===== src/standby_pkg.sv =====
package standby_pkg;
    localparam logic [1:0] HALT_SEL_RUN = 2'h0;
    localparam logic [1:0] HALT_SEL_IDLE = 2'h2;
    localparam logic [1:0] HALT_SEL_STOP = 2'h1;
    localparam int LEVEL_W = 3;
    localparam logic [2:0] NMI_LEVEL = 3'h7;
    localparam int ENTRY_CYCLES = 3;
    localparam logic [1:0] ENTRY_LAST = 2'h2;
    localparam int WARM_W = 18;
    localparam int WARM_SHORT_CYCLES = 32768;
    localparam int WARM_LONG_CYCLES = 131072;
    localparam int DOUBLER_CYCLES = 16384;
    localparam real RESET_HOLD_US = 2.0;
    localparam real CLK_MHZ = 20.0;
    localparam int RESET_HOLD_CYCLES = int'(RESET_HOLD_US * CLK_MHZ);
    localparam logic STOP_KEEP_RESET = 1'b0;
    localparam logic WARM_SEL_RESET = 1'b0;
endpackage : standby_pkg


===== src/standby_halt_controller.sv =====
// What this block does
// - Halt instruction enters RUN, IDLE or STOP per halt_mode_select 00, 10, 01.
// - RUN keeps system clock going; CPU does dummy cycles until released.
// - Halted in RUN, pending requests are sampled every clock cycle.
// - IDLE stops system clock, oscillator runs; restart is clock synchronous.
// - IDLE wakes only on non-maskable input or external interrupt zero.
// - Peripherals run in RUN, halt in IDLE and STOP.
// - STOP stops everything and floats most pins, isolating them.
// - Keep bit holds pre-halt pin states in STOP; reset clears it.
// - STOP disables gated inputs, keeps wake inputs, drives osc_out high.
// - STOP wake restarts oscillator, clock enabled after warm-up count.
// - Warm-up select 0 gives 2^15 cycles, 1 gives 2^17; reset clears.
// - Clock doubler setup is fixed at 2^14 external clock cycles.
// - STOP ends only on non-maskable, external interrupt zero, or reset.
// - Warm-up runs on stop release even with external oscillator.
// - Interrupt zero above mask, or maskable request above mask in RUN, releases halt and is serviced.
// - Maskable request not above mask does not release halt.
// - Non-maskable request releases and is serviced regardless of mask.
// - Masked interrupt zero releases without service; its flag stays set.
// - Wake requests during 3-cycle entry are held pending, then release the halt.
// - Reset releases any halt; RAM kept, other settings initialised.
`timescale 1ns/1ps
module standby_halt_controller
#(
    parameter int WARM_SHORT = standby_pkg::WARM_SHORT_CYCLES,
    parameter int WARM_LONG = standby_pkg::WARM_LONG_CYCLES
)
(
    input wire logic sys_clk,
    input wire logic reset_n,
    input wire logic clk_en,
    input wire logic halt_exec,
    input wire logic [1:0] halt_mode_select,
    input wire logic stop_pin_drive_keep_wr,
    input wire logic stop_pin_drive_keep_val,
    input wire logic warm_sel_wr,
    input wire logic warm_sel_val,
    input wire logic [2:0] interrupt_mask_level,
    input wire logic maskable_req,
    input wire logic [2:0] maskable_level,
    input wire logic nmi_pin,
    input wire logic ext_irq_zero,
    input wire logic [2:0] ext_irq_zero_level,
    output logic cpu_halted,
    output logic dummy_cycle,
    output logic sys_clk_gate_en,
    output logic periph_run,
    output logic osc_enable,
    output logic osc_out,
    output logic pins_float,
    output logic pins_hold,
    output logic gated_inputs_en,
    output logic wake_release,
    output logic wake_service,
    output logic [2:0] service_level,
    output logic irq0_flag_keep,
    output logic stop_pin_drive_keep,
    output logic warm_sel,
    output logic doubler_ready
);
    typedef enum logic [2:0] {ST_ACTIVE, ST_ENTRY, ST_RUN_HALT, ST_IDLE_HALT, ST_STOP_HALT, ST_WARM} state_e;

    state_e state_ff, nxt_state;
    logic [1:0] mode_ff, nxt_mode;
    logic [1:0] entry_cnt_ff, nxt_entry_cnt;
    logic pend_nmi_ff, nxt_pend_nmi;
    logic pend_ext_irq_zero_ff, nxt_pend_ext_irq_zero;
    logic keep_ff, nxt_keep;
    logic warm_ff, nxt_warm;
    logic warm_start;
    logic warm_done;
    logic [14:0] dbl_cnt_ff, nxt_dbl_cnt;
    logic dbl_ready_ff, nxt_dbl_ready;
    logic nmi_s1_ff, nmi_s2_ff, ext_irq_zero_s1_ff, ext_irq_zero_s2_ff;
    logic cpu_halted_ff, dummy_ff, clk_gate_ff, periph_ff, osc_en_ff, osc_out_ff;
    logic float_ff, hold_ff, gin_ff, rel_ff, svc_ff, keep0_ff;
    logic [2:0] svc_lvl_ff;
    logic nxt_rel, nxt_svc, nxt_keep0;
    logic [2:0] nxt_svc_lvl;
    logic nmi_now, ext_irq_zero_now, ext_irq_zero_above, mask_above;

    // Wake pins come from outside the clock domain.
    always_ff @(posedge sys_clk or negedge reset_n)
    begin
        if (!reset_n)
        begin
            nmi_s1_ff <= 1'b0;
            nmi_s2_ff <= 1'b0;
            ext_irq_zero_s1_ff <= 1'b0;
            ext_irq_zero_s2_ff <= 1'b0;
        end
        else if (clk_en)
        begin
            nmi_s1_ff <= nmi_pin;
            nmi_s2_ff <= nmi_s1_ff;
            ext_irq_zero_s1_ff <= ext_irq_zero;
            ext_irq_zero_s2_ff <= ext_irq_zero_s1_ff;
        end
    end

    assign nmi_now = nmi_s2_ff | pend_nmi_ff;
    assign ext_irq_zero_now = ext_irq_zero_s2_ff | pend_ext_irq_zero_ff;
    assign ext_irq_zero_above = ext_irq_zero_level > interrupt_mask_level;
    assign mask_above = maskable_req && (maskable_level > interrupt_mask_level);

    warmup_counter #(
        .SHORT_COUNT(WARM_SHORT),
        .LONG_COUNT(WARM_LONG)
    ) u_warm (
        .sys_clk(sys_clk),
        .reset_n(reset_n),
        .clk_en(clk_en),
        .start(warm_start),
        .long_sel(warm_ff),
        .done(warm_done)
    );

    always_comb
    begin
        nxt_state = state_ff;
        nxt_mode = mode_ff;
        nxt_entry_cnt = entry_cnt_ff;
        nxt_pend_nmi = pend_nmi_ff;
        nxt_pend_ext_irq_zero = pend_ext_irq_zero_ff;
        nxt_keep = stop_pin_drive_keep_wr ? stop_pin_drive_keep_val : keep_ff;
        nxt_warm = warm_sel_wr ? warm_sel_val : warm_ff;
        nxt_rel = 1'b0;
        nxt_svc = 1'b0;
        nxt_svc_lvl = svc_lvl_ff;
        nxt_keep0 = 1'b0;
        warm_start = 1'b0;
        case (state_ff)
            ST_ACTIVE:
            begin
                if (halt_exec)
                begin
                    nxt_mode = halt_mode_select;
                    nxt_entry_cnt = '0;
                    if (halt_mode_select == standby_pkg::HALT_SEL_RUN)
                        nxt_state = ST_RUN_HALT;
                    else
                        nxt_state = ST_ENTRY;
                end
            end
            ST_ENTRY:
            begin
                // Wake edges in the entry window are held, not acted on.
                if (nmi_s2_ff)
                    nxt_pend_nmi = 1'b1;
                if (ext_irq_zero_s2_ff)
                    nxt_pend_ext_irq_zero = 1'b1;
                nxt_entry_cnt = entry_cnt_ff + 2'h1;
                if (entry_cnt_ff == standby_pkg::ENTRY_LAST)
                begin
                    if (mode_ff == standby_pkg::HALT_SEL_STOP)
                        nxt_state = ST_STOP_HALT;
                    else
                        nxt_state = ST_IDLE_HALT;
                end
            end
            ST_RUN_HALT:
            begin
                // Every cycle samples all sources; only the maskable request is compared with the mask.
                if (nmi_now || mask_above || ext_irq_zero_now)
                    nxt_state = ST_ACTIVE;
            end
            ST_IDLE_HALT:
            begin
                if (nmi_now || ext_irq_zero_now)
                    nxt_state = ST_ACTIVE;
            end
            ST_STOP_HALT:
            begin
                if (nmi_now || ext_irq_zero_now)
                begin
                    warm_start = 1'b1;
                    nxt_state = ST_WARM;
                end
            end
            ST_WARM:
            begin
                if (warm_done)
                    nxt_state = ST_ACTIVE;
            end
            default:
                nxt_state = ST_ACTIVE;
        endcase
        if ((state_ff == ST_RUN_HALT || state_ff == ST_IDLE_HALT || state_ff == ST_WARM) &&
            nxt_state == ST_ACTIVE)
        begin
            nxt_rel = 1'b1;
            nxt_pend_nmi = 1'b0;
            nxt_pend_ext_irq_zero = 1'b0;
            if (nmi_now)
            begin
                nxt_svc = 1'b1;
                nxt_svc_lvl = standby_pkg::NMI_LEVEL;
            end
            else if (mask_above && !(ext_irq_zero_now && ext_irq_zero_above && ext_irq_zero_level >= maskable_level))
            begin
                nxt_svc = 1'b1;
                nxt_svc_lvl = maskable_level;
            end
            else if (ext_irq_zero_now && ext_irq_zero_above)
            begin
                nxt_svc = 1'b1;
                nxt_svc_lvl = ext_irq_zero_level;
            end
            else
                nxt_keep0 = 1'b1;
        end
    end

    // Doubler setup time after reset release.
    always_comb
    begin
        nxt_dbl_cnt = dbl_cnt_ff;
        nxt_dbl_ready = dbl_ready_ff;
        if (!dbl_ready_ff)
        begin
            if (dbl_cnt_ff == 15'(standby_pkg::DOUBLER_CYCLES - 1))
                nxt_dbl_ready = 1'b1;
            else
                nxt_dbl_cnt = dbl_cnt_ff + 15'h1;
        end
    end

    always_ff @(posedge sys_clk or negedge reset_n)
    begin
        if (!reset_n)
        begin
            // Reset ends any halt and reinitialises settings.
            state_ff <= ST_ACTIVE;
            mode_ff <= 2'h0;
            entry_cnt_ff <= 2'h0;
            pend_nmi_ff <= 1'b0;
            pend_ext_irq_zero_ff <= 1'b0;
            keep_ff <= standby_pkg::STOP_KEEP_RESET;
            warm_ff <= standby_pkg::WARM_SEL_RESET;
            rel_ff <= 1'b0;
            svc_ff <= 1'b0;
            svc_lvl_ff <= 3'h0;
            keep0_ff <= 1'b0;
            dbl_cnt_ff <= 15'h0;
            dbl_ready_ff <= 1'b0;
        end
        else if (clk_en)
        begin
            state_ff <= nxt_state;
            mode_ff <= nxt_mode;
            entry_cnt_ff <= nxt_entry_cnt;
            pend_nmi_ff <= nxt_pend_nmi;
            pend_ext_irq_zero_ff <= nxt_pend_ext_irq_zero;
            keep_ff <= nxt_keep;
            warm_ff <= nxt_warm;
            rel_ff <= nxt_rel;
            svc_ff <= nxt_svc;
            svc_lvl_ff <= nxt_svc_lvl;
            keep0_ff <= nxt_keep0;
            dbl_cnt_ff <= nxt_dbl_cnt;
            dbl_ready_ff <= nxt_dbl_ready;
        end
    end

    // Output flops decoded from the next state so they align with it.
    always_ff @(posedge sys_clk or negedge reset_n)
    begin
        if (!reset_n)
        begin
            cpu_halted_ff <= 1'b0;
            dummy_ff <= 1'b0;
            clk_gate_ff <= 1'b1;
            periph_ff <= 1'b1;
            osc_en_ff <= 1'b1;
            osc_out_ff <= 1'b0;
            float_ff <= 1'b0;
            hold_ff <= 1'b0;
            gin_ff <= 1'b1;
        end
        else if (clk_en)
        begin
            cpu_halted_ff <= nxt_state != ST_ACTIVE;
            dummy_ff <= nxt_state == ST_RUN_HALT;
            clk_gate_ff <= nxt_state == ST_ACTIVE || nxt_state == ST_RUN_HALT;
            periph_ff <= nxt_state == ST_ACTIVE || nxt_state == ST_RUN_HALT;
            osc_en_ff <= nxt_state != ST_STOP_HALT;
            osc_out_ff <= nxt_state == ST_STOP_HALT;
            float_ff <= nxt_state == ST_STOP_HALT && !nxt_keep;
            hold_ff <= nxt_state == ST_STOP_HALT && nxt_keep;
            gin_ff <= nxt_state != ST_STOP_HALT;
        end
    end

    assign cpu_halted = cpu_halted_ff;
    assign dummy_cycle = dummy_ff;
    assign sys_clk_gate_en = clk_gate_ff;
    assign periph_run = periph_ff;
    assign osc_enable = osc_en_ff;
    assign osc_out = osc_out_ff;
    assign pins_float = float_ff;
    assign pins_hold = hold_ff;
    assign gated_inputs_en = gin_ff;
    assign wake_release = rel_ff;
    assign wake_service = svc_ff;
    assign service_level = svc_lvl_ff;
    assign irq0_flag_keep = keep0_ff;
    assign stop_pin_drive_keep = keep_ff;
    assign warm_sel = warm_ff;
    assign doubler_ready = dbl_ready_ff;

    property p_idle_clock_off;
        @(posedge sys_clk) disable iff (!reset_n)
        clk_en && state_ff == ST_IDLE_HALT |-> !sys_clk_gate_en;
    endproperty
    a_idle_clock_off: assert property (p_idle_clock_off) else $error("Clock running in idle.");

    property p_idle_ignores_maskable;
        @(posedge sys_clk) disable iff (!reset_n)
        clk_en && state_ff == ST_IDLE_HALT && !nmi_now && !ext_irq_zero_now |=> state_ff == ST_IDLE_HALT;
    endproperty
    a_idle_ignores_maskable: assert property (p_idle_ignores_maskable) else $error("Idle left wrongly.");

    property p_stop_osc_high;
        @(posedge sys_clk) disable iff (!reset_n)
        clk_en && state_ff == ST_STOP_HALT |-> osc_out && !osc_enable && !gated_inputs_en;
    endproperty
    a_stop_osc_high: assert property (p_stop_osc_high) else $error("Stop pin states wrong.");

    property p_stop_wake_sources;
        @(posedge sys_clk) disable iff (!reset_n)
        clk_en && state_ff == ST_STOP_HALT && !nmi_now && !ext_irq_zero_now |=> state_ff == ST_STOP_HALT;
    endproperty
    a_stop_wake_sources: assert property (p_stop_wake_sources) else $error("Stop left wrongly.");

    property p_warm_clock_gated;
        @(posedge sys_clk) disable iff (!reset_n)
        clk_en && state_ff == ST_WARM && !warm_done |=> !sys_clk_gate_en;
    endproperty
    a_warm_clock_gated: assert property (p_warm_clock_gated) else $error("Clock before warm-up.");

    property p_run_clock_on;
        @(posedge sys_clk) disable iff (!reset_n)
        clk_en && state_ff == ST_RUN_HALT |=> sys_clk_gate_en && periph_run;
    endproperty
    a_run_clock_on: assert property (p_run_clock_on) else $error("Run halt stopped clock.");

    property p_nmi_serviced;
        @(posedge sys_clk) disable iff (!reset_n)
        clk_en && state_ff == ST_RUN_HALT && nmi_now |=> wake_service && service_level == 3'h7;
    endproperty
    a_nmi_serviced: assert property (p_nmi_serviced) else $error("NMI not serviced.");

    property p_entry_three;
        @(posedge sys_clk) disable iff (!reset_n)
        clk_en && state_ff == ST_ACTIVE && halt_exec && halt_mode_select != 2'h0 ##1 clk_en[*3]
            |=> state_ff == ST_IDLE_HALT || state_ff == ST_STOP_HALT;
    endproperty
    a_entry_three: assert property (p_entry_three) else $error("Entry not three cycles.");

    property p_keep_float;
        @(posedge sys_clk) disable iff (!reset_n)
        pins_float |-> !stop_pin_drive_keep && !pins_hold;
    endproperty
    a_keep_float: assert property (p_keep_float) else $error("Float with keep set.");
endmodule : standby_halt_controller


===== src/warmup_counter.sv =====
`timescale 1ns/1ps
module warmup_counter
#(
    parameter int SHORT_COUNT = standby_pkg::WARM_SHORT_CYCLES,
    parameter int LONG_COUNT = standby_pkg::WARM_LONG_CYCLES
)
(
    input wire logic sys_clk,
    input wire logic reset_n,
    input wire logic clk_en,
    input wire logic start,
    input wire logic long_sel,
    output logic done
);
    logic [standby_pkg::WARM_W-1:0] count_ff;
    logic [standby_pkg::WARM_W-1:0] nxt_count;
    logic run_ff;
    logic nxt_run;
    logic done_ff;
    logic nxt_done;
    logic [standby_pkg::WARM_W-1:0] limit;

    assign limit = long_sel ? standby_pkg::WARM_W'(LONG_COUNT - 1) : standby_pkg::WARM_W'(SHORT_COUNT - 1);

    // The count restarts from zero on every start and pulses done at the terminal count.
    always_comb
    begin
        nxt_count = count_ff;
        nxt_run = run_ff;
        nxt_done = 1'b0;
        if (start)
        begin
            nxt_count = '0;
            nxt_run = 1'b1;
        end
        else if (run_ff)
        begin
            if (count_ff == limit)
            begin
                nxt_run = 1'b0;
                nxt_done = 1'b1;
            end
            else
            begin
                nxt_count = count_ff + 1'b1;
            end
        end
    end

    always_ff @(posedge sys_clk or negedge reset_n)
    begin
        if (!reset_n)
        begin
            count_ff <= '0;
            run_ff <= 1'b0;
            done_ff <= 1'b0;
        end
        else if (clk_en)
        begin
            count_ff <= nxt_count;
            run_ff <= nxt_run;
            done_ff <= nxt_done;
        end
    end

    assign done = done_ff;
endmodule : warmup_counter

===== config.mk =====
export PLATFORM = sky130hd
export DESIGN_NAME = standby_halt_controller
export DESIGN_NICKNAME = d
export VERILOG_FILES = /design/src/standby_pkg.sv /design/src/standby_halt_controller.sv /design/src/warmup_counter.sv
export SDC_FILE = /design/constraint.sdc
export NUM_CORES = 1
export LEC_CHECK = 0
export BUFFER_PORTS_ARGS = -buffer_cell sky130_fd_sc_hd__buf_2
export CORE_AREA = 5 5 89 91
export DETAILED_ROUTE_END_ITERATION = 10
export DIE_AREA = 0 0 94 96
export HOLD_SLACK_MARGIN = 0.15
export PLACE_DENSITY_LB_ADDON = 0.15
export SETUP_SLACK_MARGIN = 0.02
export SYNTH_ARGS = -nofsm -noshare
export SYNTH_HDL_FRONTEND = slang
export SYNTH_SLANG_ARGS = --single-unit

===== constraint.sdc =====
create_clock -name sys_clk -period 1.9 [get_ports sys_clk]
set_input_delay 0.57 -clock sys_clk [delete_from_list [all_inputs] [get_ports sys_clk]]
set_output_delay 0.57 -clock sys_clk [all_outputs]
set_load 0.05 [all_outputs]

==> impl_metrics.yaml <==
clocking:
  cts-hold-fix-buffers: 0
  postCtsSetupBuffers: 0
  cts_tree: "yes"
  h-tree-depth: 3
  clkTransAtPathRegs_ns: 0.07
  insertion_delay_ns: 0.34
  clk_root_buffer_cell: "clkbuf_8"
  tritoncts.num_buffers: 9
  clock_sinks: 64
  cts_max_path_buffers: 2
yosys:
  synthCells: 322
  mappedNetlistArea_um2: 3440
  synth_top_family_by_area: "simple AND/OR/NAND/NOR gates"
  synth.net_count: 356
  yosys.area.top_type: "dfrtp_1"
  synth_fa_ha_area_frac: 0.0437
  synth-compound-area-share: 0.149
  yosys.cell_types.count: 62
  post_synth.cell_area_avg_um2: 10.7
  synth-seq-cells: 64
  synth_sequential_area_ratio: 0.467
  synth-main-ff-cell: "dfrtp_1"
  ys_top_cells_by_area: "dfrtp_1 45%, xnor2_1 5.4%, ha_1 4.4%"
  synthArstFlopShare: 1.00
  synthMuxAreaShare: 0.0444
  synth_xor_area_frac: 0.0637
  synthDominantCellAreaShare: 0.452
  synth.most_common_cell: "dfrtp_1"
  synthesis_warning_total: 0
  synthTopCellsByCount: "62 x dfrtp_1, 29 x nor2_1, 23 x nand2_1, 21 x xnor2_1, 18 x inv_1"
  synth_edf_count: 0
  synth_simple_gate_area_share: 0.194
final_layout:
  num_antenna_cells: 0
  final_cell_count_no_fill: 506
  layout.core_utilization: 0.618
  area_grow_syn2layout_pct: 26.9
  drive_gt1_frac: 0.349
  num-nets-final: 436
drt:
  met3_length_um: 245
  drc: 0
  detailedRoute.firstIterationViolations: 116
  finalWirelength_um: 7120
  avgViaCountPerCell: 5.23
  dr.max_layer_used: "met4"
  route.vias.total: 2646
  wl_met2_um: 3440
  firstDrtPassIters: 4
  met1Wirelength_um: 3360
  drt-wirelength-per-cell_um: 14.1
  drtAntennaViolNets: 0
global_routing:
  grt_first_pass_wirelength_um: 12100
  aggregate_global_route_resource_usage: 0.172
  grt_max_degree: 65
  grt_remaining_overflow: 0
  first_global_vias: 2614
  grt_antenna_before_repair: 0
floorplanning:
  start_util: 0.487
  die-area_um2: 9020
  io_pins: 40
  core.rowCount: 31
  fp.coreArea_um2: 7060
  die_x_um: 94
  die_y_um: 96
status:
  run_status: "finished with violations"
  violations: "setup timing"
timing:
  layout_setup_ws_ns: -0.0369
  max_clock_freq_mhz: 516
  drv_slew: 0
  final_number_of_hold_violating_endpoints: 0
  setup_repair_after_global_routing_missed_its_margin: "yes"
  fin_skew_ns: 0.00892
  period_needed_ns: 1.94
  worstMarginPinSlew_ns: 0.429
  post-route-period-util: 1.02
  max-slew-margin-rel: 0.714
  report.final.setup_viol: 2
worst_setup_path:
  crit_path_cell_trace: "inv_1 -> ha_2 -> nor4bb_4 -> buf_4 -> nor4b_2 -> a2111o_1 -> o21ai_1 -> o221a_2"
  critPathMaxStageDelay_ns: 0.40
  cp.required_ns: 2.18
  cpMaxStageDelayCell: "dfrtp_1"
  cp_data_arrival_time_ns: 2.22
  critical_path.max_fanout: 3
  crit_path_end_kind: "flip-flop"
  timing.reg2reg.setup_slack_ns: -0.04
  path_class: "reg2reg"
  cp.buffers_inverters: 2
  worst_setup_path_start_kind: "flip-flop"
  worst_path_dominant_cell_family: "compound AO/OA/AOI/OAI gates"
placement:
  placement.io_buffers: 39
  post_detail_place_hpwl_um: 5240
  dp.cells: 490
  place_worst_setup_slack_ns: -0.214
  gp_congestion: 0.805
pwr:
  fin_total_pwr_mw: 4.55
  cellLeakagePower_nw: 2.02
  peak_supply_drop_mv: 0.533
  powerDensity_nw_per_um2: 1040
job:
  timing.max_cap.violations: 0
worst_hold_path:
  hold_path_class: "in2async"
## stage by stage
stage               TNS [ns]  hold WS, ns  cell area, µm²
floorplan                  0        0.274            3490
global placement       -2.38        0.458            4080
detailed placement     -3.14        0.463            4080
CTS                   -0.435        0.244            4330
global route          -0.725        0.258            4360
finish               -0.0667        0.230            4360
## where the power goes
part | switching [mW] | internal, mW | total, mW | leakage (nW)
Sequential | 0.233 | 1.65 | 1.88 | 0.815
Clock | 0.522 | 0.772 | 1.29 | 0.106
Combinational | 0.812 | 0.561 | 1.37 | 1.10
## flip-flops by register name, summed over array words and instances, names as in the netlist, 2 cells and up
name / flops
service_level: 3
u_warm.count_ff: 18
state_ff: 3
dbl_cnt_ff: 15
mode_ff: 2
entry_cnt_ff: 2
## worst paths after layout
check                                start                 end  depth (start not counted)
min in group sys_clk          ext_irq_zero  ext_irq_zero_s1_ff                          2
hold / removal                     reset_n    service_level[2]                          2
setup reg to reg           entry_cnt_ff[0]         dummy_cycle                          8
setup / recovery           entry_cnt_ff[0]         dummy_cycle                          8
max in group asynchronous          reset_n     gated_inputs_en                          2
hold reg to reg             dbl_cnt_ff[11]      dbl_cnt_ff[11]                          1
## worst reg2reg max path, delay by kind of cell (launching register included)
kind	cells	cell delay [ns]
flops	1	0.40
compound gates	3	0.86
fa+ha+maj	1	0.17
buf+inv	2	0.23
simple gates	2	0.24
## cell type report
cell class / count / area [µm²]
well taps: 99 / 124
repair buffers: 81 / 536
inverters: 18 / 70.1
clock inverters: 5 / 80.1
fillers: 612 / 2700
multi-input cells: 228 / 1800
clock buffers: 11 / 141
flip-flops and latches: 64 / 1610
## cell families after synthesis
| kind of cell | Yosys count |
|---|---|
| AO/OA/AOI/OAI | 61 |
| AND/OR/NAND/NOR | 116 |
| flip-flops | 64 |
| buffers and inverters | 30 |
| adder cells (fa/ha/maj) | 12 |
| XOR/XNOR | 25 |
| multiplexers | 14 |
## what timing repair did
item,CTS,global route
pin swaps,5,1
endpoints found under the hold margin,0,0
gates resized for setup,4,8
endpoints found under the setup margin,7,21
## per-layer routing
layer / global-route usage / up-vias
met2: 0.293 / 38
li1: - / 1321
met4: 0.0481 / 0
met3: 0.0508 / 7
met1: 0.214 / 1280
met5: 0 / -
## placed cells by master (no fill, tap or decap), types with 4 or more instances in the layout
cell,n
nor4_2,4
mux2_2,10
nor3_1,8
nand2b_1,4
nand3_1,10
nor4b_2,5
a31oi_1,4
inv_1,16
dfrtp_1,60
nand2_1,22
and3_1,6
xnor2_1,21
o21ai_0,9
a21o_1,6
nand4_1,5
nor2_1,28
clkbuf_8,10
mux2i_1,4
buf_4,40
buf_2,39
ha_1,9
xor2_1,4
a21oi_1,6
Note: power is estimated with default switching activity, not from simulation.
